===== src/inc/adc_result_pkg.sv =====
// Purpose: Shared constants and types for the conversion result slots 5..7
// Assumes: 32-bit APB data, one aligned word per register
// Notes: Offsets below are byte addresses

package adc_result_pkg;

  ////////////////////////////////////////////////////////////////////////////
  localparam int unsigned RESULT_W = 10;
  localparam int unsigned NUM_SLOTS = 3;
  localparam int unsigned ADDR_W = 12;
  localparam int unsigned IRQ_W = 6;

  localparam logic [11:0] OFS_SLOT5 = 12'h000;
  localparam logic [11:0] OFS_SLOT6 = 12'h004;
  localparam logic [11:0] OFS_SLOT7 = 12'h008;
  localparam logic [11:0] OFS_IRQ_STATUS = 12'h00c;
  localparam logic [11:0] OFS_IRQ_ENABLE = 12'h010;
  localparam logic [11:0] OFS_IRQ_CLEAR = 12'h014;

  localparam int unsigned VALUE_LSB = 6;
  localparam int unsigned VALUE_MSB = 15;
  localparam int unsigned OVERRUN_BIT = 1;
  localparam int unsigned STORED_BIT = 0;
  localparam int unsigned IRQ_STORED_LSB = 0;
  localparam int unsigned IRQ_OVERRUN_LSB = 3;

  localparam logic [31:0] SLOT_RESET = 32'h0000_0000;
  localparam logic [9:0] VALUE_RESET = 10'h000;
  localparam logic [5:0] IRQ_STATUS_RESET = 6'h00;
  localparam logic [5:0] IRQ_ENABLE_RESET = 6'h00;

  ////////////////////////////////////////////////////////////////////////////
  typedef struct packed {
    logic valid;
    logic [9:0] value;
  } conv_wr_s;

  typedef struct packed {
    logic [9:0] value;
    logic overrun;
    logic stored;
  } slot_s;

  typedef enum logic [1:0] {
    ph_idle = 2'b00,
    ph_capt = 2'b01,
    ph_done = 2'b11
  } apb_phase_e;

endpackage : adc_result_pkg

===== src/design/adc_result_regs.sv =====
// Purpose: APB register file for conversion result slots 5, 6 and 7
// Assumes: APB master keeps psel, paddr, pwrite stable through access
// Notes: Reads are captured and cleared at the setup edge, one wait-free
//   access phase follows; interrupt status/enable/clear sit after slots
//
// Implementation choices: the APB interface to the registers and the placing of the registers.

////////////////////////////////////////////////////////////////////////////
module adc_result_regs (
  input wire logic pclk,
  input wire logic presetn,
  input wire logic psel,
  input wire logic penable,
  input wire logic pwrite,
  input wire logic [11:0] paddr,
  input wire logic [31:0] pwdata,
  input wire logic [3:0] pstrb,
  output logic [31:0] prdata,
  output logic pready,
  output logic pslverr,
  input wire adc_result_pkg::conv_wr_s [2:0] conv_wr,
  output logic irq
);

  ////////////////////////////////////////////////////////////////////////////
  // Helpers

  function automatic logic [31:0] slot_word(input adc_result_pkg::slot_s s);
    logic [31:0] w;
    w = adc_result_pkg::SLOT_RESET;
    w[adc_result_pkg::VALUE_MSB:adc_result_pkg::VALUE_LSB] = s.value;
    w[adc_result_pkg::OVERRUN_BIT] = s.overrun;
    w[adc_result_pkg::STORED_BIT] = s.stored;
    return w;
  endfunction : slot_word

  function automatic logic [2:0] slot_hit(input logic [11:0] a);
    logic [2:0] h;
    h = 3'h0;
    h[0] = (a == adc_result_pkg::OFS_SLOT5);
    h[1] = (a == adc_result_pkg::OFS_SLOT6);
    h[2] = (a == adc_result_pkg::OFS_SLOT7);
    return h;
  endfunction : slot_hit

  function automatic logic addr_known(input logic [11:0] a);
    return (|slot_hit(a)) || (a == adc_result_pkg::OFS_IRQ_STATUS)
      || (a == adc_result_pkg::OFS_IRQ_ENABLE)
      || (a == adc_result_pkg::OFS_IRQ_CLEAR);
  endfunction : addr_known

  ////////////////////////////////////////////////////////////////////////////
  // Declarations

  adc_result_pkg::slot_s [2:0] slot;
  logic [2:0] stored_evt;
  logic [2:0] overrun_evt;
  logic [2:0] rd_clr;
  logic setup_cyc;
  logic acc_done;
  logic wr_done;
  adc_result_pkg::apb_phase_e phase_r;
  adc_result_pkg::apb_phase_e phase_nxt;
  logic [31:0] prdata_r;
  logic [31:0] prdata_nxt;
  logic [5:0] status_r;
  logic [5:0] status_nxt;
  logic [5:0] enable_r;
  logic [5:0] enable_nxt;
  logic [5:0] clr_mask;
  logic irq_r;

  ////////////////////////////////////////////////////////////////////////////
  // Slots

  for (genvar k = 0; k < 3; k++) begin : g_slot
    result_slot u_slot (
      .pclk(pclk),
      .presetn(presetn),
      .conv_wr(conv_wr[k]),
      .rd_clr(rd_clr[k]),
      .slot(slot[k]),
      .stored_evt(stored_evt[k]),
      .overrun_evt(overrun_evt[k])
    );
  end

  ////////////////////////////////////////////////////////////////////////////
  // APB phase tracking
  // Read data is captured at the setup edge so the access phase needs no
  // wait state; the read side effect is taken at the same edge to stay
  // coherent with what software sees.

  assign setup_cyc = psel & ~penable;
  assign acc_done = psel & penable & pready;
  assign wr_done = acc_done & pwrite & addr_known(paddr);
  assign rd_clr = (setup_cyc && !pwrite) ? slot_hit(paddr) : 3'h0;

  always_comb begin
    phase_nxt = phase_r;
    unique case (phase_r)
      adc_result_pkg::ph_idle: begin
        if (setup_cyc) begin
          phase_nxt = adc_result_pkg::ph_capt;
        end
      end
      adc_result_pkg::ph_capt: begin
        if (psel && penable) begin
          phase_nxt = adc_result_pkg::ph_done;
        end else if (!psel) begin
          phase_nxt = adc_result_pkg::ph_idle;
        end
      end
      adc_result_pkg::ph_done: begin
        phase_nxt = setup_cyc ? adc_result_pkg::ph_capt : adc_result_pkg::ph_idle;
      end
      default: begin
        phase_nxt = adc_result_pkg::ph_idle;
      end
    endcase
  end

  always_ff @(posedge pclk or negedge presetn) begin
    if (!presetn) begin
      phase_r <= adc_result_pkg::ph_idle;
    end else begin
      phase_r <= phase_nxt;
    end
  end

  assign pready = penable & (phase_r == adc_result_pkg::ph_capt);
  // Writes to the read-only slots are refused, like unmapped addresses
  assign pslverr = pready & (~addr_known(paddr) | (pwrite & (|slot_hit(paddr))));

  ////////////////////////////////////////////////////////////////////////////
  // Read data

  always_comb begin
    prdata_nxt = prdata_r;
    if (setup_cyc && !pwrite) begin
      prdata_nxt = 32'h0000_0000;
      unique case (paddr)
        adc_result_pkg::OFS_SLOT5: prdata_nxt = slot_word(slot[0]);
        adc_result_pkg::OFS_SLOT6: prdata_nxt = slot_word(slot[1]);
        adc_result_pkg::OFS_SLOT7: prdata_nxt = slot_word(slot[2]);
        adc_result_pkg::OFS_IRQ_STATUS: prdata_nxt = {26'h0, status_r};
        adc_result_pkg::OFS_IRQ_ENABLE: prdata_nxt = {26'h0, enable_r};
        default: prdata_nxt = 32'h0000_0000;
      endcase
    end
  end

  always_ff @(posedge pclk or negedge presetn) begin
    if (!presetn) begin
      prdata_r <= adc_result_pkg::SLOT_RESET;
    end else begin
      prdata_r <= prdata_nxt;
    end
  end

  assign prdata = prdata_r;

  ////////////////////////////////////////////////////////////////////////////
  // Interrupt status, enable and write-one-to-clear
  // Only byte lane 0 carries the six bits; other lanes are ignored.

  always_comb begin
    clr_mask = 6'h00;
    if (wr_done && paddr == adc_result_pkg::OFS_IRQ_CLEAR && pstrb[0]) begin
      clr_mask = pwdata[5:0];
    end
  end

  always_comb begin
    status_nxt = status_r & ~clr_mask;
    status_nxt[adc_result_pkg::IRQ_STORED_LSB +: 3] =
      status_nxt[adc_result_pkg::IRQ_STORED_LSB +: 3] | stored_evt;
    status_nxt[adc_result_pkg::IRQ_OVERRUN_LSB +: 3] =
      status_nxt[adc_result_pkg::IRQ_OVERRUN_LSB +: 3] | overrun_evt;
  end

  always_comb begin
    enable_nxt = enable_r;
    if (wr_done && paddr == adc_result_pkg::OFS_IRQ_ENABLE && pstrb[0]) begin
      enable_nxt = pwdata[5:0];
    end
  end

  always_ff @(posedge pclk or negedge presetn) begin
    if (!presetn) begin
      status_r <= adc_result_pkg::IRQ_STATUS_RESET;
    end else begin
      status_r <= status_nxt;
    end
  end

  always_ff @(posedge pclk or negedge presetn) begin
    if (!presetn) begin
      enable_r <= adc_result_pkg::IRQ_ENABLE_RESET;
    end else begin
      enable_r <= enable_nxt;
    end
  end

  // Registered so the line tracks status and enable exactly
  always_ff @(posedge pclk or negedge presetn) begin
    if (!presetn) begin
      irq_r <= 1'b0;
    end else begin
      irq_r <= |(status_nxt & enable_nxt);
    end
  end

  assign irq = irq_r;

  ////////////////////////////////////////////////////////////////////////////
  // Checks

  AST_RESERVED_ZERO: assert property (@(posedge pclk) disable iff (!presetn)
    (setup_cyc && !pwrite && (|slot_hit(paddr)))
      |=> (prdata[31:16] == 16'h0000) && (prdata[5:2] == 4'h0))
    else $error("reserved bits of a slot read back nonzero");

  AST_RESET_ZERO: assert property (@(posedge pclk)
    $rose(presetn) |-> (slot_word(slot[0]) == 32'h0) && (slot_word(slot[1]) == 32'h0)
      && (slot_word(slot[2]) == 32'h0) && (prdata == 32'h0))
    else $error("slot registers not zero after reset");

  AST_FIELD_PLACE: assert property (@(posedge pclk) disable iff (!presetn)
    (setup_cyc && !pwrite && paddr == adc_result_pkg::OFS_SLOT6)
      |=> prdata[15:6] == $past(slot[1].value))
    else $error("result field misplaced in read data");

  AST_READ_FLAGS: assert property (@(posedge pclk) disable iff (!presetn)
    (setup_cyc && !pwrite && paddr == adc_result_pkg::OFS_SLOT7)
      |=> prdata[1:0] == {$past(slot[2].overrun), $past(slot[2].stored)})
    else $error("flags in read data do not match slot state");

  AST_STORED_SET: assert property (@(posedge pclk) disable iff (!presetn)
    conv_wr[0].valid |=> slot[0].stored && status_r[adc_result_pkg::IRQ_STORED_LSB])
    else $error("stored flag or status not set by result");

  AST_READ_CLEARS: assert property (@(posedge pclk) disable iff (!presetn)
    (setup_cyc && !pwrite && paddr == adc_result_pkg::OFS_SLOT5 && !conv_wr[0].valid)
      |=> !slot[0].stored && !slot[0].overrun)
    else $error("slot read did not clear its flags");

  AST_OVERRUN_NEEDS_STORED: assert property (@(posedge pclk) disable iff (!presetn)
    $rose(slot[1].overrun) |-> $past(slot[1].stored) && $past(conv_wr[1].valid))
    else $error("overrun without unread result");

  AST_NO_WAIT: assert property (@(posedge pclk) disable iff (!presetn)
    setup_cyc ##1 (psel && penable) |-> pready)
    else $error("access phase not answered at once");

  // A clear or enable write in the next cycle may lawfully drop the line again
  AST_IRQ_FOLLOWS: assert property (@(posedge pclk) disable iff (!presetn)
    (overrun_evt[2] && enable_r[5] && !(wr_done && paddr == adc_result_pkg::OFS_IRQ_ENABLE))
      |=> irq ##1 (irq || $past(wr_done)))
    else $error("enabled overrun did not raise interrupt");

  ////////////////////////////////////////////////////////////////////////////
  // Bus answer and interrupt register checks

  AST_READY_IN_ACCESS: assert property (@(posedge pclk) disable iff (!presetn)
    pready |-> psel && penable)
    else $error("ready raised outside an access phase");

  AST_ERR_WITH_READY: assert property (@(posedge pclk) disable iff (!presetn)
    pslverr |-> pready)
    else $error("error response without ready");

  AST_ERR_UNMAPPED: assert property (@(posedge pclk) disable iff (!presetn)
    (pready && !addr_known(paddr)) |-> pslverr)
    else $error("unmapped access not refused");

  AST_ERR_SLOT_WRITE: assert property (@(posedge pclk) disable iff (!presetn)
    (pready && pwrite && (|slot_hit(paddr))) |-> pslverr)
    else $error("write to a result slot not refused");

  AST_NO_ERR_MAPPED: assert property (@(posedge pclk) disable iff (!presetn)
    (pready && addr_known(paddr) && !(pwrite && (|slot_hit(paddr)))) |-> !pslverr)
    else $error("legal access answered with error");

  AST_SLOT_WRITE_IGNORED: assert property (@(posedge pclk) disable iff (!presetn)
    (wr_done && (|slot_hit(paddr)) && !conv_wr[0].valid && !conv_wr[1].valid
      && !conv_wr[2].valid) |=> slot == $past(slot))
    else $error("refused slot write changed a slot");

  // Software may read the word late, so it must not move between reads
  AST_PRDATA_HOLDS: assert property (@(posedge pclk) disable iff (!presetn)
    !(setup_cyc && !pwrite) |=> $stable(prdata))
    else $error("read data moved without a read");

  AST_STATUS_READ: assert property (@(posedge pclk) disable iff (!presetn)
    (setup_cyc && !pwrite && paddr == adc_result_pkg::OFS_IRQ_STATUS)
      |=> prdata == {26'h0, $past(status_r)})
    else $error("status read back wrong");

  AST_ENABLE_WRITE: assert property (@(posedge pclk) disable iff (!presetn)
    (wr_done && paddr == adc_result_pkg::OFS_IRQ_ENABLE && pstrb[0])
      |=> enable_r == $past(pwdata[5:0]))
    else $error("enable write did not land");

  AST_STATUS_CLEARED: assert property (@(posedge pclk) disable iff (!presetn)
    (wr_done && paddr == adc_result_pkg::OFS_IRQ_CLEAR && pstrb[0]
      && !(|stored_evt) && !(|overrun_evt))
      |=> (status_r & $past(pwdata[5:0])) == 6'h00)
    else $error("clear write left status bits set");

  // Sticky: only a clear write may drop a status bit
  AST_STATUS_STICKY: assert property (@(posedge pclk) disable iff (!presetn)
    !(wr_done && paddr == adc_result_pkg::OFS_IRQ_CLEAR)
      |=> (status_r & $past(status_r)) == $past(status_r))
    else $error("status bit dropped without a clear");

  AST_IRQ_LEVEL: assert property (@(posedge pclk) disable iff (!presetn)
    irq == (|(status_r & enable_r)))
    else $error("interrupt line does not match enabled status");

  AST_OVERRUN_STATUS: assert property (@(posedge pclk) disable iff (!presetn)
    overrun_evt[2] |=> status_r[adc_result_pkg::IRQ_OVERRUN_LSB + 2])
    else $error("overrun did not reach status");

  AST_STORED_STATUS: assert property (@(posedge pclk) disable iff (!presetn)
    conv_wr[2].valid |=> status_r[adc_result_pkg::IRQ_STORED_LSB + 2])
    else $error("stored event did not reach status");

  AST_CLR_ONE_SLOT: assert property (@(posedge pclk) disable iff (!presetn)
    $onehot0(rd_clr))
    else $error("read clears more than one slot");

  AST_PHASE_LEGAL: assert property (@(posedge pclk) disable iff (!presetn)
    phase_r != 2'b10)
    else $error("bus phase tracker in unused code");

  AST_DATA_ZERO_UNMAPPED: assert property (@(posedge pclk) disable iff (!presetn)
    (setup_cyc && !pwrite && !addr_known(paddr))
      |=> prdata == 32'h0000_0000)
    else $error("unmapped read returned nonzero data");

endmodule : adc_result_regs


===== src/design/result_slot.sv =====
// Purpose: One conversion result slot with overrun and stored flags
// Assumes: Writes and read-clears arrive as one-cycle pulses on pclk
// Notes: A result landing with a read-clear is kept as unread

module result_slot (
  input wire logic pclk,
  input wire logic presetn,
  input wire adc_result_pkg::conv_wr_s conv_wr,
  input wire logic rd_clr,
  output adc_result_pkg::slot_s slot,
  output logic stored_evt,
  output logic overrun_evt
);

  logic [9:0] value_r;
  logic overrun_r;
  logic stored_r;

  ////////////////////////////////////////////////////////////////////////////
  // A write that coincides with the read is not an overrun: the read took
  // the old value.
  assign stored_evt = conv_wr.valid;
  assign overrun_evt = conv_wr.valid & stored_r & ~rd_clr;

  always_ff @(posedge pclk or negedge presetn) begin
    if (!presetn) begin
      value_r <= adc_result_pkg::VALUE_RESET;
    end else if (conv_wr.valid) begin
      value_r <= conv_wr.value;
    end
  end

  always_ff @(posedge pclk or negedge presetn) begin
    if (!presetn) begin
      overrun_r <= 1'b0;
    end else if (overrun_evt) begin
      overrun_r <= 1'b1;
    end else if (rd_clr) begin
      overrun_r <= 1'b0;
    end
  end

  // Set wins over the read-clear
  always_ff @(posedge pclk or negedge presetn) begin
    if (!presetn) begin
      stored_r <= 1'b0;
    end else if (conv_wr.valid) begin
      stored_r <= 1'b1;
    end else if (rd_clr) begin
      stored_r <= 1'b0;
    end
  end

  assign slot = '{value: value_r, overrun: overrun_r, stored: stored_r};

  ////////////////////////////////////////////////////////////////////////////
  AST_VALUE_LOADS: assert property (@(posedge pclk) disable iff (!presetn)
    conv_wr.valid |=> (value_r == $past(conv_wr.value)) && stored_r)
    else $error("slot value not loaded from converter");

  AST_OVERRUN_SET: assert property (@(posedge pclk) disable iff (!presetn)
    (conv_wr.valid && stored_r && !rd_clr) |=> overrun_r)
    else $error("overwrite of unread result did not flag overrun");

  AST_OVERRUN_CLR: assert property (@(posedge pclk) disable iff (!presetn)
    rd_clr |=> !overrun_r)
    else $error("overrun flag not cleared by read");

  AST_STORED_CLR: assert property (@(posedge pclk) disable iff (!presetn)
    (rd_clr && !conv_wr.valid) |=> !stored_r ##1 (stored_r == $past(conv_wr.valid)))
    else $error("stored flag not cleared by read");

endmodule : result_slot


===== config.mk =====
export PLATFORM = sky130hd
export DESIGN_NAME = adc_result_regs
export DESIGN_NICKNAME = d
export VERILOG_FILES = /design/src/inc/adc_result_pkg.sv /design/src/design/adc_result_regs.sv /design/src/design/result_slot.sv
export SDC_FILE = /design/constraint.sdc
export NUM_CORES = 1
export LEC_CHECK = 0
export ABC_AREA = 1
export CORE_MARGIN = 2
export CORE_UTILIZATION = 43
export DETAILED_ROUTE_END_ITERATION = 12
export DONT_BUFFER_PORTS = 1
export GPL_TIMING_DRIVEN = 0
export PLACE_DENSITY = 0.64
export SLEW_MARGIN = 20
export SYNTH_ARGS = -nofsm -noshare
export SYNTH_HDL_FRONTEND = slang
export SYNTH_SLANG_ARGS = --single-unit

===== constraint.sdc =====
create_clock -name pclk -period 4.3 [get_ports pclk]
set_clock_uncertainty 0.05 [all_clocks]
set_input_delay 0.43 -clock pclk [delete_from_list [all_inputs] [get_ports pclk]]
set_output_delay 0.43 -clock pclk [all_outputs]
set_load 0.02 [all_outputs]

==> metrics.md, run 1 <==
| Metric | Value |
|---|---|
| Hold path start | `conv_wr[12]` |
| Nets | `533` |
| Die Span X | `91.25 um` |
| Max Fclk | `538.9 MHz` |
| Cell leakage power | `2.005 nW` |
| CTS tree | `done` |
| Initial Utilization | `44.65%` |
| Flop pwr share | `47.8%` |
| Congestion Overflow GR | `0` |
| Post-synth cell types | `28` |
| Total design power | `0.001418 W` |
| Largest net degree at the start of global routing | `68` |
| Hold Buf Count CTS | `2` |
| Psw | `0.0003406 W` |
| CP startpoint kind | `input pin` |
| Port Buf Inserts | `0` |
| Setup crit end kind | `output port` |
| Finished Layout Cells | `550` |
| Die area | `0.008326 mm^2` |
| Area of the core | `0.007331 mm^2` |
| Setup slack, reg-to-reg | `2.62 ns` |
| Yosys Warn Count | `0` |
| Die H | `91.25 um` |
| Share of the synthesized area in the top cell type | `51.22%` |
| Hold path depth | `2` |
| Synthesis-stage register bit count | `67` |
| Final Hold Vio Count | `0` |
| Largest family of logic cells by synthesized area | `simple AND/OR/NAND/NOR gates` |
| Pwr dens | `380.1 mW/mm^2` |
| Via count | `2647` |
| Post-synthesis compound-gate area fraction | `5.275%` |
| Final GP Congestion | `0.8671` |
| Min Clock Period, post-route | `1.856 ns` |
| Worst slew pin tran | `0.6335 ns` |
| Routed Antenna Nets | `0` |
| Clock power frac | `44.7%` |
| Post-synthesis mux area share | `0%` |
| Internal power | `0.001077 W` |
| Post-cts resize count | `0` |
| Comb pwr share | `7.5%` |
| Post-Synth XOR/XNOR Area | `0%` |
| Status | `finished, final reports clean` |
| CTS Buffer Depth | `2` |
| Initial antenna violation count | `0` |
| CP arrival | `1.38 ns` |
| Placed wire-length estimate | `5625 um` |
| Crit path kind | `in2out` |
| Switching share of power | `24.03%` |
| Routed len/inst | `13.84 um` |
| Root buffer cell | `clkbuf_8` |
| N_diodes | `0` |
| Seq/Total Area, Yosys | `51.22%` |
| Max rail drop VDD | `0.0001620 V` |
| Post-Synth Simple-Gate Area | `34.02%` |
| Layout cell share with drive strength beyond 1 | `11.53%` |
| CP Data Required Time | `3.82 ns` |
| Area contributors post-synth | `dfrtp_1 51%, nand2_1 22%, nand3_1 4.7%, inv_1 4.0%, buf_4 3.9%` |
| Synthesized instance count | `419` |
| Total clock buffers created by CTS | `9` |
| Layout area overhead | `13.95%` |
| Number of I/O pins | `121` |
| Initial DRC count | `178` |
| Number of global-route vias before repair | `2540` |
| Reg2reg path depth | `10` |
| Placed Cells | `533` |
| RSZ-0062 raised after global routing | `no` |
| First-pass GRT wire length | `12780 um` |
| Residual DRC | `0` |
| Final setup violation count | `0` |
| Clk Latency, worst-skew pair | `0.35 ns` |
| Total wire length | `7612 um` |
| Cell Rows | `31` |
| Post-CTS Setup Inserts | `0` |
| Worst reg2reg endpoint | `irq$_DFF_PN0_` |
| Clock transition at the registers of the reported paths | `0.08 ns` |
| DR vias/cell | `4.813` |
| GRT Util Overall | `19.79%` |
| Top cell type by total area after synthesis | `dfrtp_1` |
| Synth Cell Area | `0.003273 mm^2` |
| Slew HR | `57.38%` |
| Max-Cap Viols | `0` |
| Crit path max fanout | `8` |
| Worst reg2reg startpoint | `phase_r[1]$_DFFE_PN0P_` |
| Worst Hold End | `g_slot[1].u_slot.value_r[1]$_DFFE_PN0P_` |
| Synth Area in Adders | `0%` |
| Syn_area_per_cell | `7.812 um^2` |
| Hold crit path type | `in2reg` |
| Slew Viols, Final | `0` |
| Setup tns final | `0 ns` |
| Deepest level of the CTS H-tree | `3` |
| First-pass DRT Iterations | `5` |
| Clk sinks | `67` |
| Final critical-path share of the clock period | `43.15%` |
[flip-flops by register name (all words and copies together), names as in the netlist]
register	cells
enable_r	6
g_slot.u_slot.overrun_r	3
irq	1
g_slot.u_slot.stored_r	3
g_slot.u_slot.value_r	30
phase_r	2
prdata	16
status_r	6
[logic make-up (layout without fill, tap and decap cells)]
family / after synthesis / after routing
simple gates: 257 / 257
other cells: 1 / 16
compound gates: 30 / 30
buf+inv: 64 / 81
flops: 67 / 67
[layout make-up]
class | instances | area [um^2]
Buffer | 27 | 167.7
Multi-Input combinational cell | 303 | 1346
Clock buffer | 9 | 123.9
Inverter | 37 | 138.9
Fill cell | 736 | 3601
Timing Repair Buffer | 2 | 37.54
Sequential cell | 67 | 1677
Clock inverter | 6 | 115.1
Tap cell | 99 | 123.9
[worst max-delay path by stage]
stage | slack, ns | from | depth (start not counted) | endpoint
floorplan | 2.53 | paddr[11] | 5 | pslverr
global placement | 2.44 | paddr[11] | 5 | pslverr
detailed placement | 2.43 | paddr[11] | 5 | pslverr
CTS | 2.43 | paddr[11] | 5 | pslverr
global route | 2.33 | paddr[11] | 5 | pslverr
finish | 2.44 | paddr[11] | 5 | pslverr
[stage by stage]
| step | setup slack, ns | area (um^2) | util, % | hold slack [ns] |
|---|---|---|---|---|
| global route | 2.329 | 3730 | 50.88 | 0.1278 |
| floorplan | 2.526 | 3329 | - | 0.08441 |
| CTS | 2.427 | 3730 | 50.88 | 0.1307 |
| finish | 2.444 | 3730 | 50.88 | 0.1406 |
| global placement | 2.436 | 3453 | 47.11 | 0.08640 |
| detailed placement | 2.430 | 3453 | 47.11 | 0.08665 |
[per-layer routing]
metal	wire (um)	up-vias	part of all wire, %	track usage (%)
met3	543	5	7.1	5.394
met4	70	0	0.92	6.818
met2	3449	79	45	28.58
met5	0	-	0	0
met1	3548	1222	47	28.69
li1	-	1341	-	-
[cells in the mapped netlist]
cell type,instances
a21oi_1,6
a32o_1,1
buf_1,1
buf_2,2
buf_4,17
clkbuf_1,7
clkinv_1,2
conb_1,1
dfrtp_1,67
inv_1,35
nand2_1,191
nand2_2,5
nand3_1,31
nand3_2,1
nand3_4,1
nand4_1,7
nor2_1,7
nor2_2,2
nor2_4,5
nor3_1,3
nor3_2,1
nor4_1,2
o211ai_1,3
o21ai_0,17
o21bai_1,1
o21bai_2,1
o22ai_1,1
or2_2,1
[power by group through the flow]
stage	Combinational (W)	Clock [W]	Sequential, W
2_1_floorplan	0.0000771	0	0.000686
3_3_place_gp	0.0000887	0	0.000690
3_5_place_dp	0.0000911	0	0.000690
4_1_cts	0.000108	0.000645	0.000678
5_1_grt	0.000124	0.000674	0.000681
6_report	0.000106	0.000634	0.000678
[critical path: stages]
cell	delay (ns)
nor2_1	0.11
nand2_2	0.11
nor2_4	0.22
nand4_1	0.10
a21oi_1	0.41
[layout by cell type, fill, tap and decap left out, drive strengths merged]
cell type / instances
a21oi: 6
a32o: 1
buf: 21
bufinv: 3
clkbuf: 16
clkinv: 4
clkinvlp: 1
conb: 16
dfrtp: 67
dlygate4sd3: 1
inv: 35
nand2: 196
nand3: 33
nand4: 7
nor2: 14
nor3: 4
nor4: 2
o211ai: 3
o21ai: 17
o21bai: 2
o22ai: 1
or2: 1
No activity file was read; power rests on OpenSTA's default activity.
==> run 2, diff against run 1 <==
Settings changed: PLACE_DENSITY 0.64 to 0.66.
Clock period 4.3 ns to 1.6 ns, I/O delays scaled along.
==> run 2 against run 1 <==
Against the previous run:
- the run now ends with negative hold slack, negative setup slack left
- global-route usage up 1.3 points
- total power rose to 2.5 times the previous value
- flip-flop and latch count unchanged
- clock-buffer cell count unchanged
- non-clock buffer count up 48
- critical path type is now reg2reg
- largest cell class unchanged
- largest power group unchanged
- highest routed layer unchanged
==> metrics.md, run 2 (same netlist as run 1, synthesis figures left out) <==
| Metric | Value |
|---|---|
| Final core occ | `56.55% (+5.7 points)` |
| DR vias/cell | `4.735 (-1.6%)` |
| Root buffer cell | `clkbuf_8` |
| Clock transition at the registers of the reported paths | `0.08 ns (about the same)` |
| DP Area | `0.003453 mm^2 (unchanged)` |
| Placed Cells | `533 (unchanged)` |
| Finished Cell Area | `0.004145 mm^2 (+11%)` |
| Initial antenna violation count | `0 (unchanged)` |
| Largest net degree at the start of global routing | `68 (unchanged)` |
| CP arrival | `1.81 ns (+0.43 ns)` |
| First-pass GRT wire length | `13820 um (+8.2%)` |
| CTS Buffer Depth | `2 (unchanged)` |
| Fillers | `686 (-6.8%)` |
| Die area | `0.008326 mm^2 (unchanged)` |
| Worst slew pin tran | `0.5814 ns (-0.05207 ns)` |
| Cell leakage power | `2.191 nW (+9.3%)` |
| Die H | `91.25 um (unchanged)` |
| N_diodes | `0 (unchanged)` |
| Via count | `2836 (+7.1%)` |
| Setup crit end kind | `register` |
| Crit path kind | `reg2reg` |
| Commonest cells after routing, fill and taps aside | `191 x nand2_1, 67 x dfrtp_1, 42 x dlygate4sd3_1` |
| Slew HR | `61.24% (+3.9 points)` |
| Failing checks | `negative hold slack, negative setup slack` |
| Number of global-route vias before repair | `3011 (+19%)` |
| Hold Buf Count CTS | `42 (+40)` |
| Crit-path most repeated cell | `nand2_1` |
| Total wire length | `8153 um (+7.1%)` |
| CP max stage cell | `dfrtp_1` |
| CTS tree | `done` |
| Clk Latency, worst-skew pair | `0.35 ns (about the same)` |
| Status | `complete, but fails checks` |
| Final Hold Vio Count | `67 (+67)` |
| Residual DRC | `0 (unchanged)` |
| Final setup violation count | `1 (+1)` |
| Cell Rows | `31 (unchanged)` |
| Finished Layout Cells | `599 (+8.9%)` |
| CP Data Required Time | `1.78 ns (-2.04 ns)` |
| Initial DRC count | `211 (+19%)` |
| Deepest level of the CTS H-tree | `3 (unchanged)` |
| Hold crit path type | `in2async` |
| Max FFs per register | `30 (unchanged)` |
| Max Fclk | `612.2 MHz` |
| Worst hold slack | `-0.5521 ns (-0.6927 ns)` |
| Number of I/O pins | `121 (unchanged)` |
| Port Buf Inserts | `0 (unchanged)` |
| Final GP Congestion | `0.8604 (-0.77%)` |
| RSZ-0062 raised after global routing | `yes` |
| Setup slack, reg-to-reg | `-0.03 ns (-2.65 ns)` |
| First-pass DRT Iterations | `4 (-1)` |
| Slew Viols, Final | `0 (unchanged)` |
| Top reg by flops | `g_slot.u_slot.value_r` |
| Routed len/inst | `13.61 um (-1.7%)` |
| Crit path max fanout | `6 (-2)` |
| Max rail drop VDD | `0.0004922 V (+200%)` |
| Most common cell after layout, fill and taps aside | `nand2_1` |
| Pwr dens | `870.0 mW/mm^2 (+130%)` |
| GRT Util Overall | `21.07% (+1.3 points)` |
| Routed Antenna Nets | `0 (unchanged)` |
| Area of the core | `0.007331 mm^2 (unchanged)` |
| Layout cell share with drive strength beyond 1 | `12.20% (+0.67 points)` |
| Nets | `581 (+9.0%)` |
| Layout area overhead | `26.64%` |
| Final critical-path share of the clock period | `102.1%` |
| Congestion Overflow GR | `0 (unchanged)` |
| Worst path max stage delay | `0.39 ns (-0.02 ns)` |
| Clk sinks | `67 (unchanged)` |
| Die Span X | `91.25 um (unchanged)` |
| CP startpoint kind | `register` |
| Placed wire-length estimate | `5598 um (-0.48%)` |
| Total clock buffers created by CTS | `9 (unchanged)` |
| Critical path cell sequence | `nor2_2, nand2_2, nor2_4, buf_6, nand4_1, nand2_1, nand2_1, nand2_1, nand2_1, nor2_1, nand2_1` |
| Initial Utilization | `44.65% (unchanged)` |
| Min Clock Period, post-route | `1.633 ns` |
| Final worst slack | `-0.03349 ns (-2.478 ns)` |
| Max-Cap Viols | `0 (unchanged)` |
-- run 2: area by class of cell --
type	instances	area [um^2]	share of cell area [%]
buffer	27	167.7	4.045
inverter	37	138.9	3.350
sequential	67	1677	40.45
clock buffer	9	123.9	2.988
clock inverter	7	76.32	1.841
tap	99	123.9	2.988
multi-input combinational	303	1350	32.57
timing repair buffer	50	488.0	11.77
-- run 2: critical path: cells and delay by family, from the launching register on --
kind	cells	cell delay, ns
buffers and inverters	1	0.12
flip-flops	1	0.39
AND/OR/NAND/NOR	10	0.94
-- run 2: path summary, 6_finish.rpt --
check                                                     endpoint                                     from  cells past startpoint
min reg2reg                g_slot[0].u_slot.value_r[8]$_DFFE_PN0P_  g_slot[0].u_slot.value_r[8]$_DFFE_PN0P_                      2
min in group pclk                           phase_r[1]$_DFFE_PN0P_                                     psel                      4
max in group asynchronous                    enable_r[0]$_DFF_PN0_                                  presetn                      0
min                                         phase_r[0]$_DFFE_PN0P_                                  presetn                      0
max                                                  irq$_DFF_PN0_                   phase_r[1]$_DFFE_PN0P_                     11
max reg2reg                                          irq$_DFF_PN0_                   phase_r[1]$_DFFE_PN0P_                     11
-- run 2: power by group --
group,switching [W],total (W),internal (W)
registers,0.0000505,0.00182,0.00177
logic,0.000188,0.000348,0.000160
clock network,0.000708,0.00144,0.000730
total,0.000946,0.00361,0.00266
-- run 2: per-layer routing --
metal	global-route usage [%]	routed length [um]	vias up
li1	-	-	1436
met1	26.52	3609	1324
met2	35.37	3997	68
met3	4.481	445	8
met4	8.460	100	0
met5	0	0	-
-- run 2: metrics by stage --
step	TNS [ns]	setup WS (ns)	total power [W]
2_1_floorplan	0	0.1770	0.002051
4_1_cts	-0.03094	-0.03094	0.003610
3_3_place_gp	-0.01632	-0.01632	0.002092
3_5_place_dp	-0.06281	-0.06281	0.002099
6_report	-0.03349	-0.03349	0.003606
5_1_grt	-0.1668	-0.1668	0.003749
-- run 2: what timing repair did --
| item | in CTS | in global routing |
|---|---|---|
| pin swaps | 2 | 8 |
| resized for setup | 2 | 4 |
| endpoints found under the hold margin | 114 | 67 |
| gates cloned | 0 | 0 |
| endpoints found under the setup margin | 1 | 2 |
| buffers inserted | 4 | 4 |
